### config.mk
export PLATFORM = sky130hd
export DESIGN_NAME = rmc_handler
export DESIGN_NICKNAME = d
export VERILOG_FILES = /design/src/core/rmc_pkg.sv /design/src/core/rmc_handler.sv
export SDC_FILE = /design/constraint.sdc
export NUM_CORES = 1
export LEC_CHECK = 0
export BUFFER_PORTS_ARGS = -buffer_cell sky130_fd_sc_hd__buf_2
export CORE_MARGIN = 10
export CORE_UTILIZATION = 38
export DETAILED_ROUTE_END_ITERATION = 8
export PLACE_DENSITY_LB_ADDON = 0.25
export SYNTH_ARGS = -nofsm -noshare
export SYNTH_HDL_FRONTEND = slang
export SYNTH_SLANG_ARGS = --single-unit
### constraint.sdc
create_clock -name CLOCK -period 14.9 [get_ports CLOCK]
set_input_delay 1.49 -clock CLOCK [delete_from_list [all_inputs] [get_ports CLOCK]]
set_output_delay 1.49 -clock CLOCK [all_outputs]
set_load 0.05 [all_outputs]
### src/core/rmc_pkg.sv
// constants, types and command map of the rectifier management command handler
package rmc_pkg;
	// command codes
	localparam logic [7:0] CMD_ONOFF     = 8'h01;
	localparam logic [7:0] CMD_CLEAR     = 8'h03;
	localparam logic [7:0] CMD_WGUARD    = 8'h10;
	localparam logic [7:0] CMD_FACT_ALL  = 8'h12;
	localparam logic [7:0] CMD_FACT_ONE  = 8'h14;
	localparam logic [7:0] CMD_USER_SAVE = 8'h17;
	localparam logic [7:0] CMD_USER_LOAD = 8'h18;
	localparam logic [7:0] CMD_VFORMAT   = 8'h20;
	localparam logic [7:0] CMD_SETPOINT  = 8'h21;
	localparam logic [7:0] CMD_VIN_ON    = 8'h35;
	localparam logic [7:0] CMD_VIN_OFF   = 8'h36;
	localparam logic [7:0] CMD_OV_TRIP   = 8'h40;
	localparam logic [7:0] CMD_OV_ACTION = 8'h41;
	localparam logic [7:0] CMD_OV_WARN   = 8'h42;
	localparam logic [7:0] CMD_UV_WARN   = 8'h43;
	localparam logic [7:0] CMD_UV_TRIP   = 8'h44;
	// data codes
	localparam logic [7:0] ONOFF_ON      = 8'h80;
	localparam logic [7:0] ONOFF_OFF     = 8'h00;
	localparam logic [7:0] WG_ALL        = 8'h00;
	localparam logic [7:0] WG_NONE       = 8'h80;
	localparam logic [7:0] WG_ONOFF      = 8'h40;
	localparam logic [7:0] WG_RESET      = WG_ALL;
	localparam logic [7:0] VFORMAT_VALUE = {3'h0, 5'h17};
	localparam logic [7:0] OV_ACTION_VAL = 8'h80;
	// voltage scaling: mantissa is volts times two to the ninth
	localparam int VOLT_SCALE = 512;
	localparam int SP_DEF_V   = 52;
	localparam int SP_MIN_V   = 17;
	localparam int SP_MAX_V   = 54;
	localparam int LIM_MIN_V  = 16;
	localparam int LIM_MAX_V  = 55;
	localparam int OV_TRIP_V  = 60;
	localparam int OV_WARN_V  = 56;
	localparam int UV_WARN_V  = 41;
	localparam int UV_TRIP_V  = 36;
	localparam logic [15:0] SP_LO  = 16'(SP_MIN_V * VOLT_SCALE);
	localparam logic [15:0] SP_HI  = 16'(SP_MAX_V * VOLT_SCALE);
	localparam logic [15:0] LIM_LO = 16'(LIM_MIN_V * VOLT_SCALE);
	localparam logic [15:0] LIM_HI = 16'(LIM_MAX_V * VOLT_SCALE);
	// operating value slots
	localparam int NVAL = 5;
	localparam logic [2:0] IDX_SP   = 3'h0;
	localparam logic [2:0] IDX_OVT  = 3'h1;
	localparam logic [2:0] IDX_OVW  = 3'h2;
	localparam logic [2:0] IDX_UVW  = 3'h3;
	localparam logic [2:0] IDX_UVT  = 3'h4;
	localparam logic [2:0] IDX_NONE = 3'h7;
	localparam logic [15:0] FACTORY [NVAL] = '{16'(SP_DEF_V * VOLT_SCALE),
		16'(OV_TRIP_V * VOLT_SCALE), 16'(OV_WARN_V * VOLT_SCALE),
		16'(UV_WARN_V * VOLT_SCALE), 16'(UV_TRIP_V * VOLT_SCALE)};
	// status bit positions
	localparam int ST_OV_FAULT = 7;
	localparam int ST_OV_WARN  = 6;
	localparam int ST_UV_WARN  = 5;
	localparam int ST_UV_FAULT = 4;
	// timing: a 1 ms tick drives every slow counter
	localparam int CLK_HZ       = 125_000_000;
	localparam int TICK_US      = 1000;
	localparam int RETRY_S      = 1;
	localparam int WINDOW_S     = 60;
	localparam int OFF_HOLD_S   = 2;
	localparam int TICKS_PER_S  = 1_000_000 / TICK_US;
	localparam int TICK_CYC_DEF = CLK_HZ / 1_000_000 * TICK_US;
	localparam int RETRY_T_DEF  = RETRY_S * TICKS_PER_S;
	localparam int WINDOW_T_DEF = WINDOW_S * TICKS_PER_S;
	localparam int HOLD_T_DEF   = OFF_HOLD_S * TICKS_PER_S;
	localparam logic [1:0] OV_RETRY_MAX = 2'd3;
	// over-voltage retry sequencer
	typedef enum logic [1:0] {SEQ_RUN, SEQ_WAIT, SEQ_LATCHED} rmc_seq_t;
	// one decoded bus transaction from the framer
	typedef struct packed {
		logic        valid;
		logic        write;
		logic        from_ctrl;
		logic        pec_ok;
		logic [7:0]  code;
		logic [15:0] data;
	} rmc_cmd_t;
endpackage

### src/core/rmc_handler.sv
// command handler, protection sequencer and status for the rectifier management port
// Contract
// - on/off takes 0x80 on or 0x00 off; output on after power-up
// - reset: off held at least 2 s, then on; restart clears alarms
// - clear-faults clears all status and releases the controlling side's alert
// - clear-faults always executes; non-controlling side changes nothing
// - persisting fault bits clear, then set again after clear-faults
// - write guard 00 all, 80 only guard, 40 guard and on/off
// - reads always succeed; writes to write guard always accepted; code refuses reads of unlisted codes and guard data other than 00, 40, 80
// - write guard resets to all-writes and is never saved as user value
// - reload-all restores every operating value from fixed factory defaults
// - reload-one restores one selected value from factory default
// - save-one stores one user default; reload-one-user restores it
// - voltage format reads zero top bits and exponent in low five
// - voltage mantissa 16 bit unsigned, scale 2^-9, low byte first
// - set-point write changes regulated voltage at once; may be saved
// - after set-point write ignore set-point pin until ac input lost
// - turn-on/turn-off level queries depend on low-line or high-line mode
// - output above over-voltage trip limit shuts output; default 60 V
// - over-voltage: three retries 1 s apart, latch if three in 1 min
// - latch released by on/off pin or command cycle; restart clears status
// - output above warning limit raises alert; default 56 V
// - output below under-voltage warning raises alert; default 41 V
// - under-voltage trip shuts output unless overload or input interruption
// - out-of-range limit or set-point keeps old value, flags comm fault
// - every transaction carries a valid packet error code; the handler checks it on writes only
module rmc_handler
	import rmc_pkg::*;
#(
	parameter int unsigned TICK_CYCLES  = TICK_CYC_DEF,
	parameter int unsigned RETRY_TICKS  = RETRY_T_DEF,
	parameter int unsigned WINDOW_TICKS = WINDOW_T_DEF,
	parameter int unsigned HOLD_TICKS   = HOLD_T_DEF,
	parameter logic [15:0] VIN_ON_HL    = 16'h0000,
	parameter logic [15:0] VIN_OFF_HL   = 16'h0000,
	parameter logic [15:0] VIN_ON_LL    = 16'h0000,
	parameter logic [15:0] VIN_OFF_LL   = 16'h0000
)(
	input  wire logic        CLOCK,
	input  wire logic        RST,
	input  wire rmc_cmd_t    CMD,
	input  wire logic        AC_PRESENT,
	input  wire logic        HW_ONOFF_INPUT,
	input  wire logic        LOW_LINE,
	input  wire logic        OVERLOAD,
	input  wire logic        INPUT_INTERRUPT,
	input  wire logic [15:0] VOUT_MEAS,
	input  wire logic [15:0] VPROG_SETPOINT,
	output logic             RSP_VALID,
	output logic             RSP_ACK,
	output logic [15:0]      RSP_DATA,
	output logic             OUTPUT_ENABLE,
	output logic [15:0]      SETPOINT,
	output logic             ALERT_N,
	output logic             COMM_FAULT_FLAG,
	output logic [7:0]       STATUS_VOUT,
	output logic             LATCHED_OFF
);
	logic [7:0]  wg;
	logic        op_on;
	logic        sw_active;
	logic [15:0] op_val [NVAL];
	logic [15:0] user_val [NVAL];
	logic [7:0]  status_vout;
	logic        comm;
	rmc_seq_t    seq;
	logic [1:0]  fails;
	logic        win_run;
	logic [31:0] win_cnt;
	logic [31:0] wait_cnt;
	logic [31:0] tick_cnt;
	logic        tick;
	logic [31:0] off_ticks;
	logic        hw_prev;
	logic [2:0]  wr_idx;
	logic [2:0]  arg_idx;
	logic        cmd_bad;
	logic        next_ack;
	logic [15:0] next_rdata;
	logic        do_onoff, do_clear, do_wguard, do_fact_all, do_fact_one;
	logic        do_save, do_load, do_val, guard_ok;
	logic        restart_ev, clear_ev, ov_now, uv_now;
	logic [7:0]  st_set;

	// which operating slot a command code names
	function automatic logic [2:0] val_index(input logic [7:0] c);
		case (c)
			CMD_SETPOINT: return IDX_SP;
			CMD_OV_TRIP:  return IDX_OVT;
			CMD_OV_WARN:  return IDX_OVW;
			CMD_UV_WARN:  return IDX_UVW;
			CMD_UV_TRIP:  return IDX_UVT;
			default:      return IDX_NONE;
		endcase
	endfunction

	// set-point has a narrower window than the limits
	function automatic logic in_range(input logic [2:0] idx, input logic [15:0] v);
		if (idx == IDX_SP)
			return (v >= SP_LO) && (v <= SP_HI);
		return (v >= LIM_LO) && (v <= LIM_HI);
	endfunction

	// write guard gate; clear-faults is always executable
	// guard code gating
	assign guard_ok = (CMD.code == CMD_WGUARD) || (CMD.code == CMD_CLEAR) || (wg == WG_ALL)
		|| ((wg == WG_ONOFF) && (CMD.code == CMD_ONOFF));

	// command decode and read mux
	always_comb
	begin
		wr_idx = val_index(CMD.code);
		arg_idx = val_index(CMD.data[7:0]);
		cmd_bad = 1'b0;
		next_ack = 1'b0;
		next_rdata = 16'h0000;
		do_onoff = 1'b0;
		do_clear = 1'b0;
		do_wguard = 1'b0;
		do_fact_all = 1'b0;
		do_fact_one = 1'b0;
		do_save = 1'b0;
		do_load = 1'b0;
		do_val = 1'b0;
		if (CMD.valid && CMD.write)
		begin
			if (!CMD.pec_ok)
				cmd_bad = 1'b1;
			else if (!guard_ok)
				cmd_bad = 1'b1;
			else
			begin
				case (CMD.code)
					CMD_ONOFF:
					begin
						if ((CMD.data[7:0] == ONOFF_ON) || (CMD.data[7:0] == ONOFF_OFF))
							do_onoff = 1'b1;
						else
							cmd_bad = 1'b1;
					end
					// foreign side is a quiet no-op
					CMD_CLEAR: do_clear = CMD.from_ctrl;
					CMD_WGUARD:
					begin
						if ((CMD.data[7:0] == WG_ALL) || (CMD.data[7:0] == WG_NONE)
							|| (CMD.data[7:0] == WG_ONOFF))
							do_wguard = 1'b1;
						else
							cmd_bad = 1'b1;
					end
					CMD_FACT_ALL: do_fact_all = 1'b1;
					// guard is no slot, so saving it is refused
					CMD_FACT_ONE, CMD_USER_SAVE, CMD_USER_LOAD:
					begin
						if (arg_idx == IDX_NONE)
							cmd_bad = 1'b1;
						else
						begin
							do_fact_one = (CMD.code == CMD_FACT_ONE);
							do_save = (CMD.code == CMD_USER_SAVE);
							do_load = (CMD.code == CMD_USER_LOAD);
						end
					end
					default:
					begin
						// out of range keeps old value
						if ((wr_idx != IDX_NONE) && in_range(wr_idx, CMD.data))
							do_val = 1'b1;
						else
							cmd_bad = 1'b1;
					end
				endcase
			end
			next_ack = !cmd_bad;
		end
		else if (CMD.valid)
		begin
			next_ack = 1'b1;
			case (CMD.code)
				CMD_ONOFF:     next_rdata = {8'h00, (op_on ? ONOFF_ON : ONOFF_OFF)};
				CMD_WGUARD:    next_rdata = {8'h00, wg};
				CMD_VFORMAT:   next_rdata = {8'h00, VFORMAT_VALUE};
				CMD_SETPOINT:  next_rdata = SETPOINT;
				CMD_VIN_ON:    next_rdata = LOW_LINE ? VIN_ON_LL : VIN_ON_HL;
				CMD_VIN_OFF:   next_rdata = LOW_LINE ? VIN_OFF_LL : VIN_OFF_HL;
				CMD_OV_ACTION: next_rdata = {8'h00, OV_ACTION_VAL};
				CMD_OV_TRIP, CMD_OV_WARN, CMD_UV_WARN, CMD_UV_TRIP:
					next_rdata = op_val[wr_idx];
				default:
				begin
					next_ack = 1'b0;
					cmd_bad = 1'b1;
				end
			endcase
		end
	end

	// answer one cycle after the request; data low byte is the first on the wire
	// mantissa word, framer sends low byte first
	always_ff @(posedge CLOCK or posedge RST)
	begin
		if (RST)
		begin
			RSP_VALID <= 1'b0;
			RSP_ACK <= 1'b0;
			RSP_DATA <= 16'h0000;
		end
		else
		begin
			RSP_VALID <= CMD.valid;
			RSP_ACK <= next_ack;
			RSP_DATA <= next_rdata;
		end
	end

	// write guard register
	// resets to all writes
	always_ff @(posedge CLOCK or posedge RST)
	begin
		if (RST)
			wg <= WG_RESET;
		else if (do_wguard)
			wg <= CMD.data[7:0];
	end

	// operating and user values; user copy is not truly non-volatile since RST
	// models ac removal and reloads it, a limitation of holding it in flops
	always_ff @(posedge CLOCK or posedge RST)
	begin
		if (RST)
		begin
			op_val <= FACTORY;
			user_val <= FACTORY;
		end
		else
		begin
			if (do_fact_all)
				op_val <= FACTORY;
			if (do_fact_one)
				op_val[arg_idx] <= FACTORY[arg_idx];
			// save and reload one user slot
			if (do_save)
				user_val[arg_idx] <= op_val[arg_idx];
			if (do_load)
				op_val[arg_idx] <= user_val[arg_idx];
			if (do_val)
				op_val[wr_idx] <= CMD.data;
		end
	end

	// software set-point ownership until ac input drops
	// pin ignored after a set-point write
	always_ff @(posedge CLOCK or posedge RST)
	begin
		if (RST)
			sw_active <= 1'b0;
		else if (!AC_PRESENT)
			sw_active <= 1'b0;
		else if ((do_val && wr_idx == IDX_SP)
			|| ((do_load || do_fact_one) && arg_idx == IDX_SP))
			sw_active <= 1'b1;
	end

	// 1 ms tick divider
	always_ff @(posedge CLOCK or posedge RST)
	begin
		if (RST)
		begin
			tick_cnt <= 32'h0;
			tick <= 1'b0;
		end
		else
		begin
			tick <= (tick_cnt == TICK_CYCLES - 1);
			tick_cnt <= (tick_cnt == TICK_CYCLES - 1) ? 32'h0 : tick_cnt + 32'h1;
		end
	end

	// on/off command and how long it has been off
	// powers up on, two codes only
	always_ff @(posedge CLOCK or posedge RST)
	begin
		if (RST)
		begin
			op_on <= 1'b1;
			off_ticks <= 32'h0;
			hw_prev <= 1'b1;
		end
		else
		begin
			hw_prev <= HW_ONOFF_INPUT;
			if (do_onoff)
				op_on <= (CMD.data[7:0] == ONOFF_ON);
			if (op_on)
				off_ticks <= 32'h0;
			else if (tick && off_ticks < HOLD_TICKS)
				off_ticks <= off_ticks + 32'h1;
		end
	end

	// on after a long enough off
	assign restart_ev = (do_onoff && CMD.data[7:0] == ONOFF_ON && !op_on
		&& off_ticks >= HOLD_TICKS) || (HW_ONOFF_INPUT && !hw_prev);
	assign clear_ev = do_clear || restart_ev;

	assign ov_now = OUTPUT_ENABLE && (VOUT_MEAS > op_val[IDX_OVT]);
	// under-voltage trip, masked in overload and on input loss
	assign uv_now = OUTPUT_ENABLE && (VOUT_MEAS < op_val[IDX_UVT]) && !OVERLOAD
		&& !INPUT_INTERRUPT;

	// over-voltage retry sequencer with its failure window
	// three failures in the window latch
	always_ff @(posedge CLOCK or posedge RST)
	begin
		if (RST)
		begin
			seq <= SEQ_RUN;
			fails <= 2'd0;
			win_run <= 1'b0;
			win_cnt <= 32'h0;
			wait_cnt <= 32'h0;
		end
		else if (restart_ev)
		begin
			seq <= SEQ_RUN;
			fails <= 2'd0;
			win_run <= 1'b0;
			win_cnt <= 32'h0;
		end
		else
		begin
			if (win_run && tick)
				win_cnt <= win_cnt + 32'h1;
			// window over since the first failure: forget the count and start over
			if (win_run && seq != SEQ_LATCHED && win_cnt >= WINDOW_TICKS)
			begin
				win_run <= 1'b0;
				win_cnt <= 32'h0;
				fails <= 2'd0;
			end
			case (seq)
				SEQ_RUN:
				begin
					wait_cnt <= 32'h0;
					if (ov_now)
					begin
						fails <= fails + 2'd1;
						if (!win_run)
						begin
							win_run <= 1'b1;
							win_cnt <= 32'h0;
						end
						seq <= (fails + 2'd1 == OV_RETRY_MAX) ? SEQ_LATCHED : SEQ_WAIT;
					end
					else if (uv_now)
						seq <= SEQ_WAIT;
				end
				SEQ_WAIT:
				begin
					if (tick)
						wait_cnt <= wait_cnt + 32'h1;
					if (wait_cnt >= RETRY_TICKS)
						seq <= SEQ_RUN;
				end
				SEQ_LATCHED: seq <= SEQ_LATCHED;
				default: seq <= SEQ_RUN;
			endcase
		end
	end

	// sticky status sources
	// above warning
	always_comb
	begin
		st_set = 8'h00;
		st_set[ST_OV_FAULT] = ov_now || (seq == SEQ_LATCHED);
		st_set[ST_OV_WARN] = VOUT_MEAS > op_val[IDX_OVW];
		st_set[ST_UV_WARN] = OUTPUT_ENABLE && (VOUT_MEAS < op_val[IDX_UVW]);
		st_set[ST_UV_FAULT] = uv_now;
	end

	// clear empties the bits for one cycle; a fault still present sets them again
	// clear first, re-set after
	always_ff @(posedge CLOCK or posedge RST)
	begin
		if (RST)
			status_vout <= 8'h00;
		else if (clear_ev)
			status_vout <= 8'h00;
		else
			status_vout <= status_vout | st_set;
	end

	// comm fault: a refused command in the clearing cycle still sets it
	// flag refused writes
	always_ff @(posedge CLOCK or posedge RST)
	begin
		if (RST)
			comm <= 1'b0;
		else
			comm <= cmd_bad || (comm && !clear_ev);
	end

	// registered outputs
	always_ff @(posedge CLOCK or posedge RST)
	begin
		if (RST)
		begin
			OUTPUT_ENABLE <= 1'b0;
			SETPOINT <= 16'h0000;
			ALERT_N <= 1'b1;
			COMM_FAULT_FLAG <= 1'b0;
			STATUS_VOUT <= 8'h00;
			LATCHED_OFF <= 1'b0;
		end
		else
		begin
			OUTPUT_ENABLE <= op_on && HW_ONOFF_INPUT && (seq == SEQ_RUN) && !ov_now && !uv_now;
			SETPOINT <= sw_active ? op_val[IDX_SP] : VPROG_SETPOINT;
			ALERT_N <= !((|status_vout) || comm);
			COMM_FAULT_FLAG <= comm;
			STATUS_VOUT <= status_vout;
			LATCHED_OFF <= (seq == SEQ_LATCHED);
		end
	end
endmodule

==> metrics.txt, run 1 <==
Reg2Reg Depth=7; P_sw=482 uW; vias=15800; vias in the first global route=15600; final core occ=43.5%; crit-path cells=buf_2 > nor4b_2 > and3_1 > a211o_1 > a2111o_1 > mux2_2; Worst EP arrival=5.15 ns; unrepaired setup endpoints after global routing=no; layout cells sized above 1=15.5%; count leader, synth=dfrtp_1; Max-Cap Viols=0; initial antenna violation count=7; GRT met3 Usage=4.65%; Setup WS post-layout=10.19 ns; clock skew=0.0257 ns; PwrDens=95.3 nW/um2; Worst-Margin Slew=1.19 ns; DP Area=20100 um2; status=finished clean; Die X-Extent=244 um; Final Hold Fails=0; worst slack, placed=9.77 ns; CTS clk-pin slew, worst paths=0.06 ns; flops & latches, synth=352; Die H=244 um; Comb power frac=5.2%; Avg Synthesized Cell Area=9.30 um2; CTS tree=built; Yosys cell types=80; Post-synth EDFFs=0; grt ovf=0; # port buffers=107; r2r endpoint=op_val[32]$_DFF_PP0_; first-pass GRT wire length=92800 um; hold path startpoint=comm$_DFF_PP0_; M2 GR Usage=31.6%; area leader, netlist=dfrtp_1; overall power=2.04 mW; clock buffer count from CTS=40; Crit Path Category=in2reg; setup violators final=0; Synth Flop Type=dfrtp_1; Initial Util=38.7%; hold path endpoint=COMM_FAULT_FLAG$_DFF_PP0_; Antenna Violating Nets Remaining=0; routability cong.=0.898; DPL Wire Length=42600 um; largest net degree at the start of global routing=129; Setup Buffers After CTS=0; CP Capture Type=flop; Iter 0 DRT Violations=1453; Slew HR=20.1%; area grow syn2layout=12.4%; busiest grt layer=met2; Slew Limit Fails=0; P_int=1.56 mW; Yosys Warn Count=0; hold path depth=0; CP max stage cell=a2111o_1; crit-path leading delay family=compound AO/OA/AOI/OAI gates; Total Neg Setup Slack=0 ns; Detailed Routing Iterations Pass 1=6; leak pwr=9.37 nW; core area=49300 um2; Bufs and invs on worst path=1; Critical Path Start Type=input pin; I/O pin count=113; Req. time, crit path=15.34 ns; Sequential Power Share=47.3%; slowest stage delay, CP=0.91 ns; period utilization=31.6%; area share of the largest cell type after synthesis=41.9%; min cycle time layout=4.71 ns; Die ar.=59500 um2; nets@finish=2246; clk sinks=352; CTS Hold Bufs=0; Sw Share=23.6%; post-synthesis cell area=19000 um2; H-tree depth=2; Synth async-reset ratio=100%; vias per cell=5.64; Max IR drop VDD=0.0773 mV; Worst Path Max Fanout=34; Clk pwr share=47.5%; RR Startpoint=wg[7]$_DFFE_PP0P_; row cnt=81; cell count after synthesis=2047; top post-synthesis cells by area=dfrtp_1, mux2_2, ha_1; CTS-repair resized insts=0; total track usage=19.7%; register area share after synthesis=46.5%; Residual DRC=0; fmax=212 MHz; Routed WL=59600 um; met1 Use GR=25.7%; min-delay worst type=reg2reg; CTS root buf=clkbuf_16; clk buf depth=3; routed len/inst=21.2 um; top cells by count, synth=dfrtp_1, nand2_1, nor2_1; clk_lat worst skew=0.58 ns; post-route cell area=21400 um2; Worst R2R Setup Slack=11.31 ns
routing by layer:
metal	wire, um	share of wire (%)
met1	25500	43
met2	27700	46
met3	4830	8.1
met4	1490	2.5
met5	81	0.14
sequential cells by signal, summed over array words and instances (netlist names), 8 cells and up:
name / count
wait_cnt: 32
SETPOINT: 16
win_cnt: 32
wg: 8
RSP_DATA: 16
tick_cnt: 32
user_val: 80
op_val: 80
off_ticks: 32
metrics by stage:
| stage | hold slack [ns] | std cells |
|---|---|---|
| final | 0.408 | 2804 |
| after global routing | 0.421 | 2802 |
| after CTS | 0.411 | 2802 |
| after detailed placement | 0.401 | 2731 |
| after global placement | 0.387 | 2731 |
| after floorplan | 0.367 | 2050 |
power by group through the flow:
stage / Sequential [mW] / Combinational (mW) / Clock (mW)
2_1_floorplan: 0.991 / 0.0552 / 0
3_3_place_gp: 0.982 / 0.105 / 0
3_5_place_dp: 0.982 / 0.107 / 0
4_1_cts: 0.965 / 0.107 / 0.994
5_1_grt: 0.965 / 0.118 / 1.03
6_report: 0.965 / 0.107 / 0.968
cell usage in the layout, fill, tap and decap left out, types with 16 or more instances in the layout:
cell / instances
xor2_1: 43
o21a_1: 16
buf_4: 22
buf_2: 107
dfrtp_1: 319
clkbuf_16: 42
inv_1: 88
and3_1: 38
and2_1: 22
a221oi_1: 35
o21ai_0: 127
nand2_1: 230
nor4_1: 26
nor2b_1: 36
dfstp_2: 33
a22oi_1: 24
ha_1: 70
nand3_1: 75
nor2_1: 217
nor3_1: 20
a21oi_1: 165
xnor2_1: 41
nand4_1: 42
mux2_2: 79
logic make-up (layout without fill, tap and decap cells):
logic type,count (synthesis),count (layout),synth area share [%]
mux,91,91,5.33
other cells,1,6,0.0197
xor+xnor,84,84,3.86
buf+inv,201,289,4.45
compound gates,471,471,15.4
fa+ha+maj,70,70,4.60
flops,352,352,46.5
simple gates,777,777,19.9
layout make-up:
type | instances | area (um2)
Inverter | 89 | 342
Multi-Input combinational cell | 1497 | 9400
Timing Repair Buffer | 129 | 701
Fill cell | 4856 | 27800
Tap cell | 664 | 831
Clock buffer | 60 | 1190
Antenna cell | 2 | 5.00
Sequential cell | 352 | 8850
Clock inverter | 11 | 91.3
worst max-delay path by stage:
| stage | startpoint | end | slack (ns) | depth (start not counted) |
|---|---|---|---|---|
| after floorplan | RST | COMM_FAULT_FLAG$_DFF_PP0_ | 3.70 | 1 |
| after global routing | CMD[21] | op_val[29]$_DFF_PP0_ | 10.10 | 6 |
| after global placement | CMD[21] | op_val[29]$_DFF_PP0_ | 9.82 | 6 |
| final | CMD[21] | op_val[29]$_DFF_PP0_ | 10.19 | 6 |
| after CTS | CMD[21] | op_val[29]$_DFF_PP0_ | 10.33 | 6 |
| after detailed placement | CMD[21] | op_val[29]$_DFF_PP0_ | 9.77 | 6 |
No activity file was read; power rests on OpenSTA's default activity.
==> inputs of run 2 (changes only) <==
==> constraint.sdc (replaced) <==
create_clock -name CLOCK -period 3.9 [get_ports CLOCK]
set_input_delay 0.39 -clock CLOCK [delete_from_list [all_inputs] [get_ports CLOCK]]
set_output_delay 0.39 -clock CLOCK [all_outputs]
set_load 0.05 [all_outputs]
==> metrics.txt, run 2 (synthesis gave the netlist of run 1 again) <==
Die X-Extent=244 um; Setup WS post-layout=0.739 ns; Final Hold Fails=0; CTS tree=built; area grow syn2layout=15.0%; CP Capture Type=flop; PwrDens=358 nW/um2; vias=16000; initial antenna violation count=13; Multi-input gate area=9380 um2; fillers=4835; Comb power frac=5.4%; most common cell after layout, fill and taps aside=dfrtp_1; crit-path leading delay family=simple AND/OR/NAND/NOR gates; period utilization=81.1%; status=finished clean; clock buffer count from CTS=41; clk_lat worst skew=0.58 ns; clock skew=0.0241 ns; unrepaired setup endpoints after global routing=no; clk buf depth=3; Bufs and invs on worst path=0; setup violators final=0; crit-path cells=or4_1 > nor3_1 > a22oi_1 > nor3_1 > nand2_1 > o211ai_1 > o21a_1; Worst Path Max Fanout=12; leak pwr=9.63 nW; fmax=316 MHz; CTS clk-pin slew, worst paths=0.06 ns; Initial Util=38.7%; Detailed Routing Iterations Pass 1=5; Max IR drop VDD=0.301 mV; Max-Cap Viols=0; largest net degree at the start of global routing=97; Antenna Violating Nets Remaining=0; Worst R2R Setup Slack=0.74 ns; Residual DRC=0; routed len/inst=20.7 um; CTS root buf=clkbuf_16; Die H=244 um; total track usage=19.6%; Slew HR=29.4%; min cycle time layout=3.16 ns; P_int=5.96 mW; grt ovf=0; Slew Limit Fails=0; P_sw=1.87 mW; most used cell along the critical path=nor3_1; slowest stage delay, CP=0.59 ns; I/O pin count=113; Iter 0 DRT Violations=1420; DPL Wire Length=43700 um; worst slack, placed=0.522 ns; Sequential Power Share=47.1%; Req. time, crit path=4.42 ns; Sw Share=23.8%; clk sinks=352; row cnt=81; Die ar.=59500 um2; Critical Path Start Type=flop; nets@finish=2308; most frequent cells in the layout=dfrtp_1, nand2_1, nor2_1; Worst-Margin Slew=1.06 ns; Crit Path Category=reg2reg; layout cells sized above 1=17.5%; first-pass GRT wire length=92700 um; Worst EP arrival=3.68 ns; Total Neg Setup Slack=0 ns; vias in the first global route=15800; min-delay worst type=in2reg; Clk pwr share=47.6%; routability cong.=0.924; register area=8850 um2; core area=49300 um2; # port buffers=107; biggest regs=op_val x80, user_val x80; Routed WL=59300 um; H-tree depth=2; CP max stage cell=or4_1; vias per cell=5.59
[run 2: layer usage]
| metal | share of wire [%] | up-vias | global-route usage (%) |
|---|---|---|---|
| li1 | - | 7503 | - |
| met3 | 7.8 | 115 | 4.06 |
| met2 | 47 | 566 | 31.5 |
| met4 | 3.3 | 12 | 7.53 |
| met1 | 42 | 7835 | 25.4 |
| met5 | 0.13 | - | 0 |
[run 2: timing repair]
action	in CTS	in global routing
hold endpoints to repair	26	0
resized for setup	0	0
endpoints found under the setup margin	0	0
hold buffers	3	0
buffers inserted	0	0
[run 2: final cells by class]
type                    instances  share of cell area (%)
inverters                      89                    1.54
repair buffers                190                    5.50
clock inverters                 9                   0.451
flip-flops and latches        352                    40.4
clock buffers                  63                    5.43
well taps                     664                    3.79
multi-input cells            1497                    42.8
diodes                          5                  0.0571
[run 2: metrics by stage]
step | hold slack (ns) | area, um2 | total power [mW] | utilization [%] | cells
3_3_place_gp | 0.410 | 20600 | 4.16 | 41.8 | 2789
6_report | 0.0449 | 21900 | 7.83 | 44.5 | 2869
2_1_floorplan | 0.367 | 19100 | 4.00 | - | 2050
4_1_cts | 0.0189 | 21900 | 7.93 | 44.4 | 2864
3_5_place_dp | 0.419 | 20600 | 4.17 | 41.8 | 2789
5_1_grt | 0.0311 | 21900 | 8.14 | 44.4 | 2867
[run 2: worst paths after layout]
kind / endpoint / depth (start not counted) / start
max: op_val[22]$_DFF_PP0_ / 7 / wg[7]$_DFFE_PP0P_
min: SETPOINT[3]$_DFF_PP0_ / 2 / VPROG_SETPOINT[3]
max reg2reg: op_val[22]$_DFF_PP0_ / 7 / wg[7]$_DFFE_PP0P_
min reg2reg: COMM_FAULT_FLAG$_DFF_PP0_ / 0 / comm$_DFF_PP0_
max in group asynchronous: op_val[59]$_DFF_PP1_ / 4 / RST
min in group asynchronous: RSP_DATA[1]$_DFF_PP0_ / 3 / RST
[run 2: power by group through the flow]
stage | logic [mW] | clock network (mW) | registers [mW]
finish | 0.419 | 3.73 | 3.69
global route | 0.463 | 3.99 | 3.69
CTS | 0.422 | 3.82 | 3.69
detailed placement | 0.418 | 0 | 3.75
global placement | 0.410 | 0 | 3.75
floorplan | 0.212 | 0 | 3.79
